**src/verilog/ppp_pkg.sv**
```systemverilog
// Package: constants, codes and carrier types of the parallel programming port
package ppp_pkg;

  // ----------------------------------------------------------------
  // Timing
  // ----------------------------------------------------------------
  localparam int CLK_PERIOD_NS  = 20;                    // core_clk period
  localparam int ENTRY_HOLD_NS  = 100;                   // Entry pins stable after high voltage
  localparam int ENTRY_HOLD_CYC = (ENTRY_HOLD_NS + CLK_PERIOD_NS - 1) / CLK_PERIOD_NS;
  localparam logic [2:0] MIN_STROBE_TOGGLES = 3'h6;      // Clock pin pulses before entry
  localparam logic [2:0] ENTRY_CNT_LAST = 3'(ENTRY_HOLD_CYC - 1);

  // ----------------------------------------------------------------
  // Strobe actions and command bytes
  // ----------------------------------------------------------------
  localparam logic [1:0] ACT_ADDR = 2'h0;                // Load address byte
  localparam logic [1:0] ACT_DATA = 2'h1;                // Load data byte
  localparam logic [1:0] ACT_CMD  = 2'h2;                // Load command byte
  localparam logic [1:0] ACT_IDLE = 2'h3;                // No action
  localparam logic [3:0] ENTRY_PINS_OK = 4'h0;           // Required entry pin pattern
  localparam logic [7:0] CMD_CHIP_ERASE  = 8'h80;
  localparam logic [7:0] CMD_WR_FUSE     = 8'h40;
  localparam logic [7:0] CMD_WR_LOCK     = 8'h20;
  localparam logic [7:0] CMD_WR_FLASH    = 8'h10;
  localparam logic [7:0] CMD_WR_EEPROM   = 8'h11;
  localparam logic [7:0] CMD_RD_SIG      = 8'h08;
  localparam logic [7:0] CMD_RD_FUSELOCK = 8'h04;
  localparam logic [7:0] CMD_RD_FLASH    = 8'h02;
  localparam logic [7:0] CMD_RD_EEPROM   = 8'h03;
  localparam logic [7:0] CMD_RESET_VAL   = 8'h00;        // No operation after reset
  localparam logic [7:0] BYTE_RESET_VAL  = 8'h00;        // Address and data bytes after reset
  localparam logic [7:0] BUS_IDLE_VAL    = 8'hFF;        // Bus value for unmapped reads

  // ----------------------------------------------------------------
  // Types
  // ----------------------------------------------------------------
  typedef enum logic [2:0] {ST_OFF, ST_ENTRY, ST_FAIL, ST_READY, ST_BUSY} ppp_state_t;

  typedef enum logic [3:0] {
    OP_NONE, OP_ERASE_FLASH, OP_ERASE_EEPROM, OP_ERASE_LOCK, OP_PROG_FLASH,
    OP_PROG_EEPROM, OP_WR_FUSE_LOW, OP_WR_FUSE_HIGH, OP_WR_LOCK
  } ppp_op_t;

  // Read data presented by the memory arrays for the current address
  typedef struct packed {
    logic [15:0] flash_word;                             // Addressed flash word
    logic [7:0]  eeprom_byte;                            // Addressed EEPROM byte
    logic [7:0]  sig_byte;                               // Addressed signature byte
    logic [7:0]  calib_byte;                             // Addressed calibration byte
    logic [7:0]  fuse_low;                               // Fuse low byte
    logic [7:0]  fuse_high;                              // Fuse high byte
    logic [7:0]  lock_bits;                              // Lock byte
  } ppp_rdata_t;

  // Operation request towards the memory arrays
  typedef struct packed {
    logic        start;                                  // One-cycle start pulse
    ppp_op_t     op;                                     // Operation to run
    logic [15:0] addr;                                   // {address high, address low}
    logic [7:0]  wdata;                                  // Data low byte for fuse and lock
  } ppp_memreq_t;

endpackage

```
**src/verilog/ppp_port.sv**
```systemverilog
// Module: parallel programming port front end with page buffer and erase sequencing
`timescale 1ns/100ps
// Function
// RULE_01: ready_busy_out low while an operation runs
// RULE_02: drive data bus only while output enable low
// RULE_03: first select picks low or high byte
// RULE_04: second select picks low or second high byte
// RULE_05: entry needs latch, action, first select low
// RULE_06: programmer toggles clock pin six times first
// RULE_07: entry pins changing in 100 ns fails entry
// RULE_08: strobe action selects address, data, command, idle
// RULE_09: address byte stored high or low by select
// RULE_10: decode write commands erase, fuse, lock, flash, EEPROM
// RULE_11: decode read commands signature, fuse, flash, EEPROM
// RULE_12: command and address retained across operations
// RULE_13: programmer reloads high address per window only
// RULE_14: programmer may skip writing erased value FF
// RULE_15: erase flash, EEPROM, then lock; fuses kept
// RULE_16: preserve fuse keeps EEPROM through chip erase
// RULE_17: programmer erases before reprogramming memories
// RULE_18: erase command plus write pulse starts erase, busy
// RULE_19: loaded words collected in a page buffer
// RULE_20: programmer loads address low, data low, data high
// RULE_21: page latch pulse stores data at word index
// RULE_22: low bits pick word, upper bits pick page
// RULE_23: programmer loads address high with select one
// RULE_24: programmer fixes clock source fuses when needed
// RULE_25: write pulse with select zero programs page
// RULE_26: flash read gives low or high byte
// RULE_27: strobe inputs captured on clock pin rising edge
module ppp_port #(
  parameter int PAGE_WORDS = 64                          // Words in one flash page
) (
  input  wire logic               core_clk,              // System clock, 50 MHz
  input  wire logic               reset_n,               // Asynchronous reset, active low
  input  wire logic               prog_voltage_high,     // High voltage present on reset pin
  input  wire logic               strobe_clock_pin,      // Clock pin used as load strobe
  input  wire logic               output_enable_n,       // Bus output enable, active low
  input  wire logic               write_strobe_n,        // Write pulse, active low
  input  wire logic               page_latch_strobe,     // Page latch pulse
  input  wire logic               strobe_action_bit0,    // Strobe action bit 0
  input  wire logic               strobe_action_bit1,    // Strobe action bit 1
  input  wire logic               byte_select_first,     // First byte select
  input  wire logic               byte_select_second,    // Second byte select
  input  wire logic [7:0]         data_in,               // Data bus input side
  output logic [7:0]              data_out,              // Data bus output side
  output logic                    data_oe_n,             // Low while the bus is driven
  output logic                    ready_busy_out,        // 1 ready, 0 busy
  output logic                    prog_mode,             // High while in programming mode
  input  wire logic               eeprom_preserve_fuse,  // 1 when the preserve fuse is programmed
  input  wire ppp_pkg::ppp_rdata_t mem_rdata,            // Read data from the arrays
  output ppp_pkg::ppp_memreq_t    mem_req,               // Operation request to the arrays
  input  wire logic               mem_done,              // Array finished the current operation
  input  wire logic [$clog2(PAGE_WORDS)-1:0] pb_rd_idx,  // Page buffer read index
  output logic [15:0]             pb_rd_word             // Page buffer word, registered
);

  localparam int WB = $clog2(PAGE_WORDS);                // Word index width

  // ----------------------------------------------------------------
  // State
  // ----------------------------------------------------------------
  typedef struct packed {
    ppp_pkg::ppp_state_t st;                             // Main state
    logic                strobe_prev;                    // Clock pin last cycle
    logic                wr_prev_n;                      // Write pulse last cycle
    logic                pl_prev;                        // Page latch last cycle
    logic                hv_prev;                        // High voltage last cycle
    logic [2:0]          toggles;                        // Clock pin pulses before entry
    logic [2:0]          hold_cnt;                       // Entry stability counter
    logic [7:0]          cmd;                            // Loaded command
    logic [7:0]          addr_lo;                        // Address low byte
    logic [7:0]          addr_hi;                        // Address high byte
    logic [7:0]          data_lo;                        // Data low byte
    logic [7:0]          data_hi;                        // Data high byte
    ppp_pkg::ppp_op_t    op;                             // Current array operation
    logic                start;                          // Start pulse to the arrays
    logic [7:0]          dout;                           // Bus output byte
    logic                drive_n;                        // Bus output enable, low drives
    logic                rdy;                            // Ready level
  } ppp_regs_t;

  ppp_regs_t s_r;                                        // Registered state
  ppp_regs_t s_nxt;                                      // Next state
  logic [15:0] page_buf [PAGE_WORDS];                    // Page buffer storage
  logic        pb_we;                                    // Page buffer write this cycle
  logic [WB-1:0] pb_idx;                                 // Page buffer write index
  logic [1:0]  action;                                   // Strobe action bits
  logic [3:0]  entry_pins;                               // Entry pin pattern
  logic        strobe_rise;                              // Clock pin rising edge
  logic        wr_fall;                                  // Write pulse falling edge
  logic        pl_rise;                                  // Page latch rising edge
  logic        ready_st;                                 // Accepting loads

  // ----------------------------------------------------------------
  // Edge detection on the synchronous pins
  // ----------------------------------------------------------------
  assign action      = {strobe_action_bit1, strobe_action_bit0};
  assign entry_pins  = {page_latch_strobe, strobe_action_bit1, strobe_action_bit0,
                        byte_select_first};
  assign strobe_rise = strobe_clock_pin & ~s_r.strobe_prev;   // see RULE_27
  assign wr_fall     = ~write_strobe_n & s_r.wr_prev_n;
  assign pl_rise     = page_latch_strobe & ~s_r.pl_prev;
  assign ready_st    = (s_r.st == ppp_pkg::ST_READY);
  // Word index from the low address bits, page from the rest
  assign pb_idx      = s_r.addr_lo[WB-1:0];                   // see RULE_22
  assign pb_we       = ready_st & pl_rise & byte_select_first; // see RULE_21

  // ----------------------------------------------------------------
  // Next state logic
  // ----------------------------------------------------------------
  always_comb
  begin
    s_nxt             = s_r;
    s_nxt.strobe_prev = strobe_clock_pin;
    s_nxt.wr_prev_n   = write_strobe_n;
    s_nxt.pl_prev     = page_latch_strobe;
    s_nxt.hv_prev     = prog_voltage_high;
    s_nxt.start       = 1'b0;
    unique case (s_r.st)
      // Out of programming mode: count clock pin pulses under low reset
      ppp_pkg::ST_OFF:
      begin
        if (strobe_rise && !prog_voltage_high && s_r.toggles != ppp_pkg::MIN_STROBE_TOGGLES)
          s_nxt.toggles = s_r.toggles + 3'h1;                 // see RULE_06
        if (prog_voltage_high && !s_r.hv_prev)
        begin
          s_nxt.hold_cnt = 3'h0;
          // Entry pattern must be zero at the high voltage edge
          if (s_r.toggles == ppp_pkg::MIN_STROBE_TOGGLES &&
              entry_pins == ppp_pkg::ENTRY_PINS_OK)           // see RULE_05
            s_nxt.st = ppp_pkg::ST_ENTRY;
          else
            s_nxt.st = ppp_pkg::ST_FAIL;
        end
      end
      // Entry pins must hold still for the stability time
      ppp_pkg::ST_ENTRY:
      begin
        if (entry_pins != ppp_pkg::ENTRY_PINS_OK)
          s_nxt.st = ppp_pkg::ST_FAIL;                        // see RULE_07
        else if (s_r.hold_cnt == ppp_pkg::ENTRY_CNT_LAST)
          s_nxt.st = ppp_pkg::ST_READY;
        else
          s_nxt.hold_cnt = s_r.hold_cnt + 3'h1;
      end
      // Failed entry: wait for the high voltage to go away
      ppp_pkg::ST_FAIL:
      begin
        s_nxt.st = ppp_pkg::ST_FAIL;
      end
      // Programming mode, accepting loads and write pulses
      ppp_pkg::ST_READY:
      begin
        // Loads taken on the clock pin rising edge
        if (strobe_rise)
        begin
          unique case (action)                                // see RULE_08
            ppp_pkg::ACT_ADDR:
            begin
              if (byte_select_first)                          // see RULE_09
                s_nxt.addr_hi = data_in;
              else
                s_nxt.addr_lo = data_in;
            end
            ppp_pkg::ACT_DATA:
            begin
              if (byte_select_first)                          // see RULE_03
                s_nxt.data_hi = data_in;
              else
                s_nxt.data_lo = data_in;
            end
            ppp_pkg::ACT_CMD:  s_nxt.cmd = data_in;           // see RULE_12
            ppp_pkg::ACT_IDLE: s_nxt.cmd = s_r.cmd;
          endcase
        end
        // Write pulse launches the operation of the loaded command
        if (wr_fall)
        begin
          s_nxt.op = ppp_pkg::OP_NONE;
          unique case (s_r.cmd)                               // see RULE_10
            ppp_pkg::CMD_CHIP_ERASE: s_nxt.op = ppp_pkg::OP_ERASE_FLASH; // see RULE_18
            ppp_pkg::CMD_WR_FLASH:
              if (!byte_select_first) s_nxt.op = ppp_pkg::OP_PROG_FLASH; // see RULE_25
            ppp_pkg::CMD_WR_EEPROM:
              if (!byte_select_first) s_nxt.op = ppp_pkg::OP_PROG_EEPROM;
            ppp_pkg::CMD_WR_FUSE:
            begin
              if (!byte_select_second && !byte_select_first)  // see RULE_04
                s_nxt.op = ppp_pkg::OP_WR_FUSE_LOW;
              else if (!byte_select_second)
                s_nxt.op = ppp_pkg::OP_WR_FUSE_HIGH;
            end
            ppp_pkg::CMD_WR_LOCK:    s_nxt.op = ppp_pkg::OP_WR_LOCK;
            default:                 s_nxt.op = ppp_pkg::OP_NONE;
          endcase
          if (s_nxt.op != ppp_pkg::OP_NONE)
          begin
            s_nxt.start = 1'b1;
            s_nxt.st    = ppp_pkg::ST_BUSY;
          end
        end
      end
      // Operation in progress; erase walks flash, EEPROM unless preserved, then lock
      ppp_pkg::ST_BUSY:
      begin
        if (mem_done && !s_r.start)
        begin
          s_nxt.st = ppp_pkg::ST_READY;
          if (s_r.op == ppp_pkg::OP_ERASE_FLASH)              // see RULE_15
          begin
            s_nxt.op    = eeprom_preserve_fuse ? ppp_pkg::OP_ERASE_LOCK
                                               : ppp_pkg::OP_ERASE_EEPROM; // see RULE_16
            s_nxt.start = 1'b1;
            s_nxt.st    = ppp_pkg::ST_BUSY;
          end
          else if (s_r.op == ppp_pkg::OP_ERASE_EEPROM)
          begin
            s_nxt.op    = ppp_pkg::OP_ERASE_LOCK;
            s_nxt.start = 1'b1;
            s_nxt.st    = ppp_pkg::ST_BUSY;
          end
        end
      end
    endcase
    // Leaving the high voltage ends programming mode
    if (!prog_voltage_high && s_r.st != ppp_pkg::ST_OFF)
    begin
      s_nxt.st      = ppp_pkg::ST_OFF;
      s_nxt.toggles = 3'h0;
      s_nxt.start   = 1'b0;
    end
    // Bus driven only in programming mode with output enable low
    s_nxt.drive_n = ~((s_nxt.st == ppp_pkg::ST_READY || s_nxt.st == ppp_pkg::ST_BUSY) &&
                      !output_enable_n);                      // see RULE_02
    // Read byte chosen by command and byte selects
    unique case (s_r.cmd)                                     // see RULE_11
      ppp_pkg::CMD_RD_FLASH:                                  // see RULE_26
        s_nxt.dout = byte_select_first ? mem_rdata.flash_word[15:8]
                                       : mem_rdata.flash_word[7:0];
      ppp_pkg::CMD_RD_EEPROM: s_nxt.dout = mem_rdata.eeprom_byte;
      ppp_pkg::CMD_RD_SIG:
        s_nxt.dout = byte_select_first ? mem_rdata.calib_byte : mem_rdata.sig_byte;
      ppp_pkg::CMD_RD_FUSELOCK:
      begin
        unique case ({byte_select_second, byte_select_first}) // see RULE_04
          2'h0:    s_nxt.dout = mem_rdata.fuse_low;
          2'h3:    s_nxt.dout = mem_rdata.fuse_high;
          2'h1:    s_nxt.dout = mem_rdata.lock_bits;
          2'h2:    s_nxt.dout = ppp_pkg::BUS_IDLE_VAL;
        endcase
      end
      default: s_nxt.dout = ppp_pkg::BUS_IDLE_VAL;
    endcase
    s_nxt.rdy = (s_nxt.st != ppp_pkg::ST_BUSY);               // see RULE_01
  end

  // ----------------------------------------------------------------
  // State register
  // ----------------------------------------------------------------
  always_ff @(posedge core_clk or negedge reset_n)
  begin
    if (!reset_n)
    begin
      s_r             <= '0;
      s_r.st          <= ppp_pkg::ST_OFF;
      s_r.wr_prev_n   <= 1'b1;
      s_r.cmd         <= ppp_pkg::CMD_RESET_VAL;
      s_r.addr_lo     <= ppp_pkg::BYTE_RESET_VAL;
      s_r.addr_hi     <= ppp_pkg::BYTE_RESET_VAL;
      s_r.data_lo     <= ppp_pkg::BYTE_RESET_VAL;
      s_r.data_hi     <= ppp_pkg::BYTE_RESET_VAL;
      s_r.op          <= ppp_pkg::OP_NONE;
      s_r.dout        <= ppp_pkg::BUS_IDLE_VAL;
      s_r.drive_n     <= 1'b1;
      s_r.rdy         <= 1'b1;
    end
    else
      s_r <= s_nxt;
  end

  // ----------------------------------------------------------------
  // Page buffer: written by the page latch, read by the arrays
  // ----------------------------------------------------------------
  always_ff @(posedge core_clk)
  begin
    if (pb_we)
      page_buf[pb_idx] <= {s_r.data_hi, s_r.data_lo};        // see RULE_19
    pb_rd_word <= page_buf[pb_rd_idx];
  end

  // ----------------------------------------------------------------
  // Outputs
  // ----------------------------------------------------------------
  assign data_out       = s_r.dout;
  assign data_oe_n      = s_r.drive_n;
  assign ready_busy_out = s_r.rdy;
  assign prog_mode      = (s_r.st == ppp_pkg::ST_READY) || (s_r.st == ppp_pkg::ST_BUSY);
  assign mem_req.start  = s_r.start;
  assign mem_req.op     = s_r.op;
  assign mem_req.addr   = {s_r.addr_hi, s_r.addr_lo};       // see RULE_22
  assign mem_req.wdata  = s_r.data_lo;
endmodule // ppp_port

```
**config.mk**
```make
export PLATFORM = sky130hd
export DESIGN_NAME = ppp_port
export DESIGN_NICKNAME = d
export VERILOG_FILES = /design/src/verilog/ppp_pkg.sv /design/src/verilog/ppp_port.sv
export SDC_FILE = /design/constraint.sdc
export NUM_CORES = 1
export LEC_CHECK = 0
export BUFFER_PORTS_ARGS = -buffer_cell sky130_fd_sc_hd__buf_4
export CORE_MARGIN = 8
export CORE_UTILIZATION = 25
export CTS_CLUSTER_SIZE = 40
export DETAILED_ROUTE_END_ITERATION = 10
export GPL_TIMING_DRIVEN = 1
export PLACE_DENSITY = 0.39
export SLEW_MARGIN = 20
export SYNTH_ARGS = -nofsm -noshare
export SYNTH_HDL_FRONTEND = slang
export SYNTH_SLANG_ARGS = --single-unit
```
**constraint.sdc**
```tcl
create_clock -name core_clk -period 5.9 [get_ports core_clk]
set_clock_uncertainty 0.1 [all_clocks]
set_input_delay 1.475 -clock core_clk [delete_from_list [all_inputs] [get_ports core_clk]]
set_output_delay 1.475 -clock core_clk [all_outputs]
set_load 0.005 [all_outputs]
```
# Word-level counts from Yosys, hierarchy flattened
# Memories as Yosys holds them, arrays and structs flattened. A register that Yosys moved wholly into a read port is not among the register bits.
# Index checks and enable logic that the tools add are counted.
dict set report totals {
  out_inout_bits 56
  ram_bits 1024
  reg_bits 68
  wordCells 136
  memories 1
  in_bits 91
}
# memory words width read_ports rd_clocked_by_memory_dff write_ports line_no
set memory_table {}
lappend memory_table {page_buf 64 16 1 1 1 ppp_port.sv:85} ;# logic [15:0] page_buf [PAGE_WORDS];
dict set report op_classes {
  muxes 39
  bitwise_logic 10
  n_addsub 2
  n_eq_ne 32
  reduce_logical 35
}
# op count
set ops {}
lappend ops {{8-bit case mux with 4 select lines} 2}
lappend ops {{3-bit 2-to-1 mux} 19}
lappend ops {{4-bit AND reduction} 6}
lappend ops {{5-bit 2-to-1 mux} 4}
lappend ops {{4-bit case mux with 5 select lines} 1}
lappend ops {{8-bit by 2-bit equality test with 1-bit output (second input constant)} 2}
lappend ops {{8-bit by 5-bit equality test with 1-bit output (second input constant)} 2}
lappend ops {{8-bit 2-to-1 mux} 2}
lappend ops {{3-bit case mux with 5 select lines} 1}
lappend ops {{3-bit equality test (second input constant)} 4}
lappend ops {{2-bit != test (second input constant)} 5}
lappend ops {{5-bit case mux with 2 select lines} 1}
lappend ops {{3-bit by 2-bit equality test with 1-bit output (second input constant)} 3}
lappend ops {{3-bit != test (second input constant)} 3}
lappend ops {{8-bit by 3-bit equality test with 1-bit output (second input constant)} 1}
lappend ops {{8-bit by 4-bit equality test with 1-bit output (second input constant)} 1}
lappend ops {{8-bit by 6-bit equality test with 1-bit output (second input constant)} 1}
lappend ops {{8-bit by 7-bit equality test with 1-bit output (second input constant)} 1}
lappend ops {{8-bit equality test (second input constant)} 1}
lappend ops {{1-bit logical AND} 8}
lappend ops {{4-bit 2-to-1 mux} 2}
lappend ops {{2-bit nonzero test} 4}
lappend ops {{4-bit nonzero test} 2}
lappend ops {{3-bit by 1-bit adder with 3-bit output (second input constant)} 2}
lappend ops {{other kinds (18)} 40}

# Logic depth before layout (Yosys ltp)
dict set report logic_depth {
  ltp_word 15
  mapped_depth 8
  mapped_depth_nobuf 8
}

# Worst setup path after synthesis
# OpenSTA, ideal clock, no wires.
dict set report synth_path {
  path_kind {in2reg}
  startpoint {in byte_select_first}
  endpoint {mem page_buf[55][0] (enable)}
  stages 5
  t_arrival_ps 3185
  setup_time_ps 389
  path_buffers 1
  required_time_ps 5411
  slack_ps 2226
  path_cell_list {buf_2 > nand2_1 > nor4b_1 > nand3_1 > nor2_1}
}
dict set report synth_between {
  elab_chain_len 3
}
# item line_no
set synth_lines {}
lappend synth_lines {{from (decl)} ppp_port.sv:43} ;# input wire logic byte_select_first,
lappend synth_lines {{1-bit AND} ppp_port.sv:107} ;# assign pb_we = ready_st & pl_rise & byte_select_first;
lappend synth_lines {{1-bit 2-to-1 mux} ppp_port.sv:287} ;# if (pb_we)
lappend synth_lines {{1-bit 2-to-1 mux (implied by the code)} ppp_port.sv:288} ;# page_buf[pb_idx] <= {s_r.data_hi, s_r.data_lo};
lappend synth_lines {{to (decl)} ppp_port.sv:85}
# No other way between the ends.

# Worst setup path after layout
dict set report layout_path {
  startpoint {in byte_select_first}
  endpoint {mem page_buf[57][3] (enable)}
}
# Same word-level chain as after synthesis.

==> flow_summary_export.csv <==
group,metric,value,unit
floorplanning,core_area,172000,um2
final_layout,final_common_cell,"edfxtp_1",
setup_path,critical_path.endpoint_type,"flip-flop",
grt,grt_pass1_vias,22000,
sta,hold_violations,0,
logic_synthesis,syn-mean-instance-area,22.3,um2
drt,first_pass_iters,5,
logic_synthesis,ys_seq_area_share,76.1,%
cts,cts_resized,0,
logic_synthesis,synth_cell_types,53,
cts,cts_hold_buffers,0,
logic_synthesis,yosys_most_used_dff,"edfxtp_1",
logic_synthesis,yosysWarnings,0,
status,outcome,"completed",
job,maxCapViolations,0,
sta,tightest_slew,1160,ps
floorplanning,die_h,431,um
sta,fin_crit,4140,ps
sta,worst_hold_slack,413,ps
min_path,hold_class,"reg -> reg",
cts,cts_buffers,118,
setup_path,cp_max_fo,34,
final_layout,final_cells,4594,
sta,slew_viol_final,0,
floorplanning,die_w,431,um
sta,finalSetupViolations,0,
power_and_ir_drop,p_leak,16.5,nW
power_and_ir_drop,power_density,365,nW/um2
drt,routed_wl,125000,um
placement,place_ws,1170,ps
grt,grt_usage,13.2,%
final_layout,nFillCells,16700,
final_layout,regArea,32800,um2
final_layout,drive_gt1_share,37.5,%
sta,rsz0062_at_grt,"false",
placement,port_buffers,146,
power_and_ir_drop,p_sw,4.67,mW
grt,grt_pass1_wl,176000,um
drt,drc,0,
setup_path,startpoint_type,"primary input",
logic_synthesis,synth_async_sr_flop_share,6.14,%
final_layout,final_area,51200,um2
cts,cts_tree,"done",
logic_synthesis,synth_enable_flop_cells,1024,
grt,antenna_found_initial,7,
floorplanning,dieArea,186000,um2
grt,grt_max_degree,74,
final_layout,area_delta_synth_final,18.8,%
sta,final.period_utilization,70.2,%
power_and_ir_drop,pwr-share-comb,9.1,%
sta,finalSetupTns,0,ps
drt,drtIter0Drc,1809,
drt,vias,20600,
sta,fmax,0.241,GHz
drt,vias_per_cell,4.49,
final_layout,fin_util,29.8,%
logic_synthesis,yosys_register_bits,1108,
final_layout,finalNetCount,2273,
cts,clock_latency,720,ps
power_and_ir_drop,p_clk_share,38.2,%
cts,cts_max_level,3,
sta,slew_headroom,21.3,%
drt,antenna_left,0,
placement,place_area,47500,um2
floorplanning,start_util,25.1,%
final_layout,multiInputGateArea,9640,um2
drt,wire_per_inst,27.3,um
cts,cts.sinks,1108,
power_and_ir_drop,vdd_drop_max,237,uV
cts,cts_buffer_depth,3,
power_and_ir_drop,sw_frac_of_total,25.0,%
cts,cts_setup_buffers,0,
placement,gp_congestion,0.806,
grt,overflow,0,
cts,clkSlewWorstSetupHoldPaths,60,ps
power_and_ir_drop,internal-power,14.0,mW
logic_synthesis,synth.net_count,2025,
final_layout,final_cell_mix,"edfxtp_1 (1024), mux4_2 (320), buf_4 (248), clkbuf_16 (122), nor2_1 (56)",
floorplanning,rows,152,
setup_path,cp.arrival,4440,ps
floorplanning,ios,147,
setup_path,cp.required,6200,ps
cts,cts_root_buf,"clkbuf_16",
power_and_ir_drop,power,18.7,mW
setup_path,crit_type,"in -> reg",
sta,setup_ws,1760,ps
placement,placedCellCount,4368,
placement,post-dp-hpwl,77700,um
power_and_ir_drop,power_frac_seq,52.7,%
logic_synthesis,synth_cells,1930,
logic_synthesis,syn_area,43100,um2
-- synthesized netlist by cell type (all sizes together) (2+ instances only) --
cell,count,area share (%)
mux2i,16,0.37
buf,82,1.3
mux4,320,17
nor2,86,0.75
nor4b,3,0.061
dfstp,11,0.67
or4,3,0.052
o21ai,13,0.15
nor4,4,0.073
nand3,9,0.10
nor3b,4,0.070
and3,2,0.029
nand2,51,0.44
edfxtp,1024,71
o22ai,16,0.23
clkbuf,49,0.43
dfxtp,16,0.74
a22o,2,0.041
xnor2,4,0.081
o211ai,3,0.052
and2,2,0.029
inv,7,0.061
a31oi,4,0.058
or3b,3,0.061
a21oi,12,0.14
ha,4,0.12
nor2b,10,0.15
a22oi,32,0.56
a211o,2,0.041
nand3b,7,0.12
nand2b,2,0.029
mux2,48,1.3
o31a,3,0.061
dfrtp,57,3.3
nor3,6,0.081
-- layer usage --
layer | track usage (%) | vias to the layer above | share of wire, %
met3 | 2.93 | 139 | 5.6
li1 | - | 8605 | -
met1 | 18.5 | 11300 | 45
met2 | 21.4 | 575 | 48
met5 | 0 | - | 0
met4 | 2.41 | 0 | 1.6
-- worst paths after layout --
| kind | startpoint | end | slack [ps] | cells past startpoint |
|---|---|---|---|---|
| max | byte_select_first | page_buf[57][3] | 1760 | 7 |
| min | mem_req[20] | mem_req[20] | 410 | 1 |
| max reg2reg | s_r[65] | page_buf[57][3] | 2010 | 7 |
| min reg2reg | mem_req[20] | mem_req[20] | 410 | 1 |
| max in group asynchronous | reset_n | s_r[18] | 4190 | 1 |
| min in group asynchronous | reset_n | s_r[66] | 800 | 1 |
-- critical path: stages --
cell     delay, ps
buf_4          380
nand2_1        150
nor4b_1        970
nand2_1        140
buf_4          250
nor2_1         690
buf_4          350
-- power by group through the flow --
stage,logic [mW],registers [mW],clock network [mW]
floorplan,0.904,9.78,0
detailed placement,1.75,10.0,0
finish,1.69,9.86,7.15
CTS,1.75,9.88,7.38
global route,1.84,9.92,7.64
global placement,1.72,10.0,0
-- sequential cells by signal (all words and copies together), names as in the netlist --
register and cells:
mem_req 29, page_buf 1024, data_oe_n 1, s_r 29, pb_rd_word 16, data_out 8
ready_busy_out 1
-- area by class of cell --
class,instances,share of cell area (%)
sequential,1108,64.1
clock buffer,168,6.50
clock inverter,54,0.787
inverter,7,0.0513
timing repair buffer,259,4.05
antenna,4,0.0196
tap,2310,5.65
multi-input combinational,684,18.8
-- logic make-up (layout without fill, tap and decap cells) --
family / Yosys count / count (layout) / share of synthesized area (%)
compound gates: 97 / 97 / 1.54
flops: 1108 / 1108 / 76.1
buf+inv: 138 / 488 / 1.74
simple gates: 195 / 195 / 2.10
mux: 384 / 384 / 18.3
other cells: 0 / 4 / 0
fa+ha+maj: 4 / 4 / 0.116
xor+xnor: 4 / 4 / 0.0813
(Power assumes the default switching activity.)
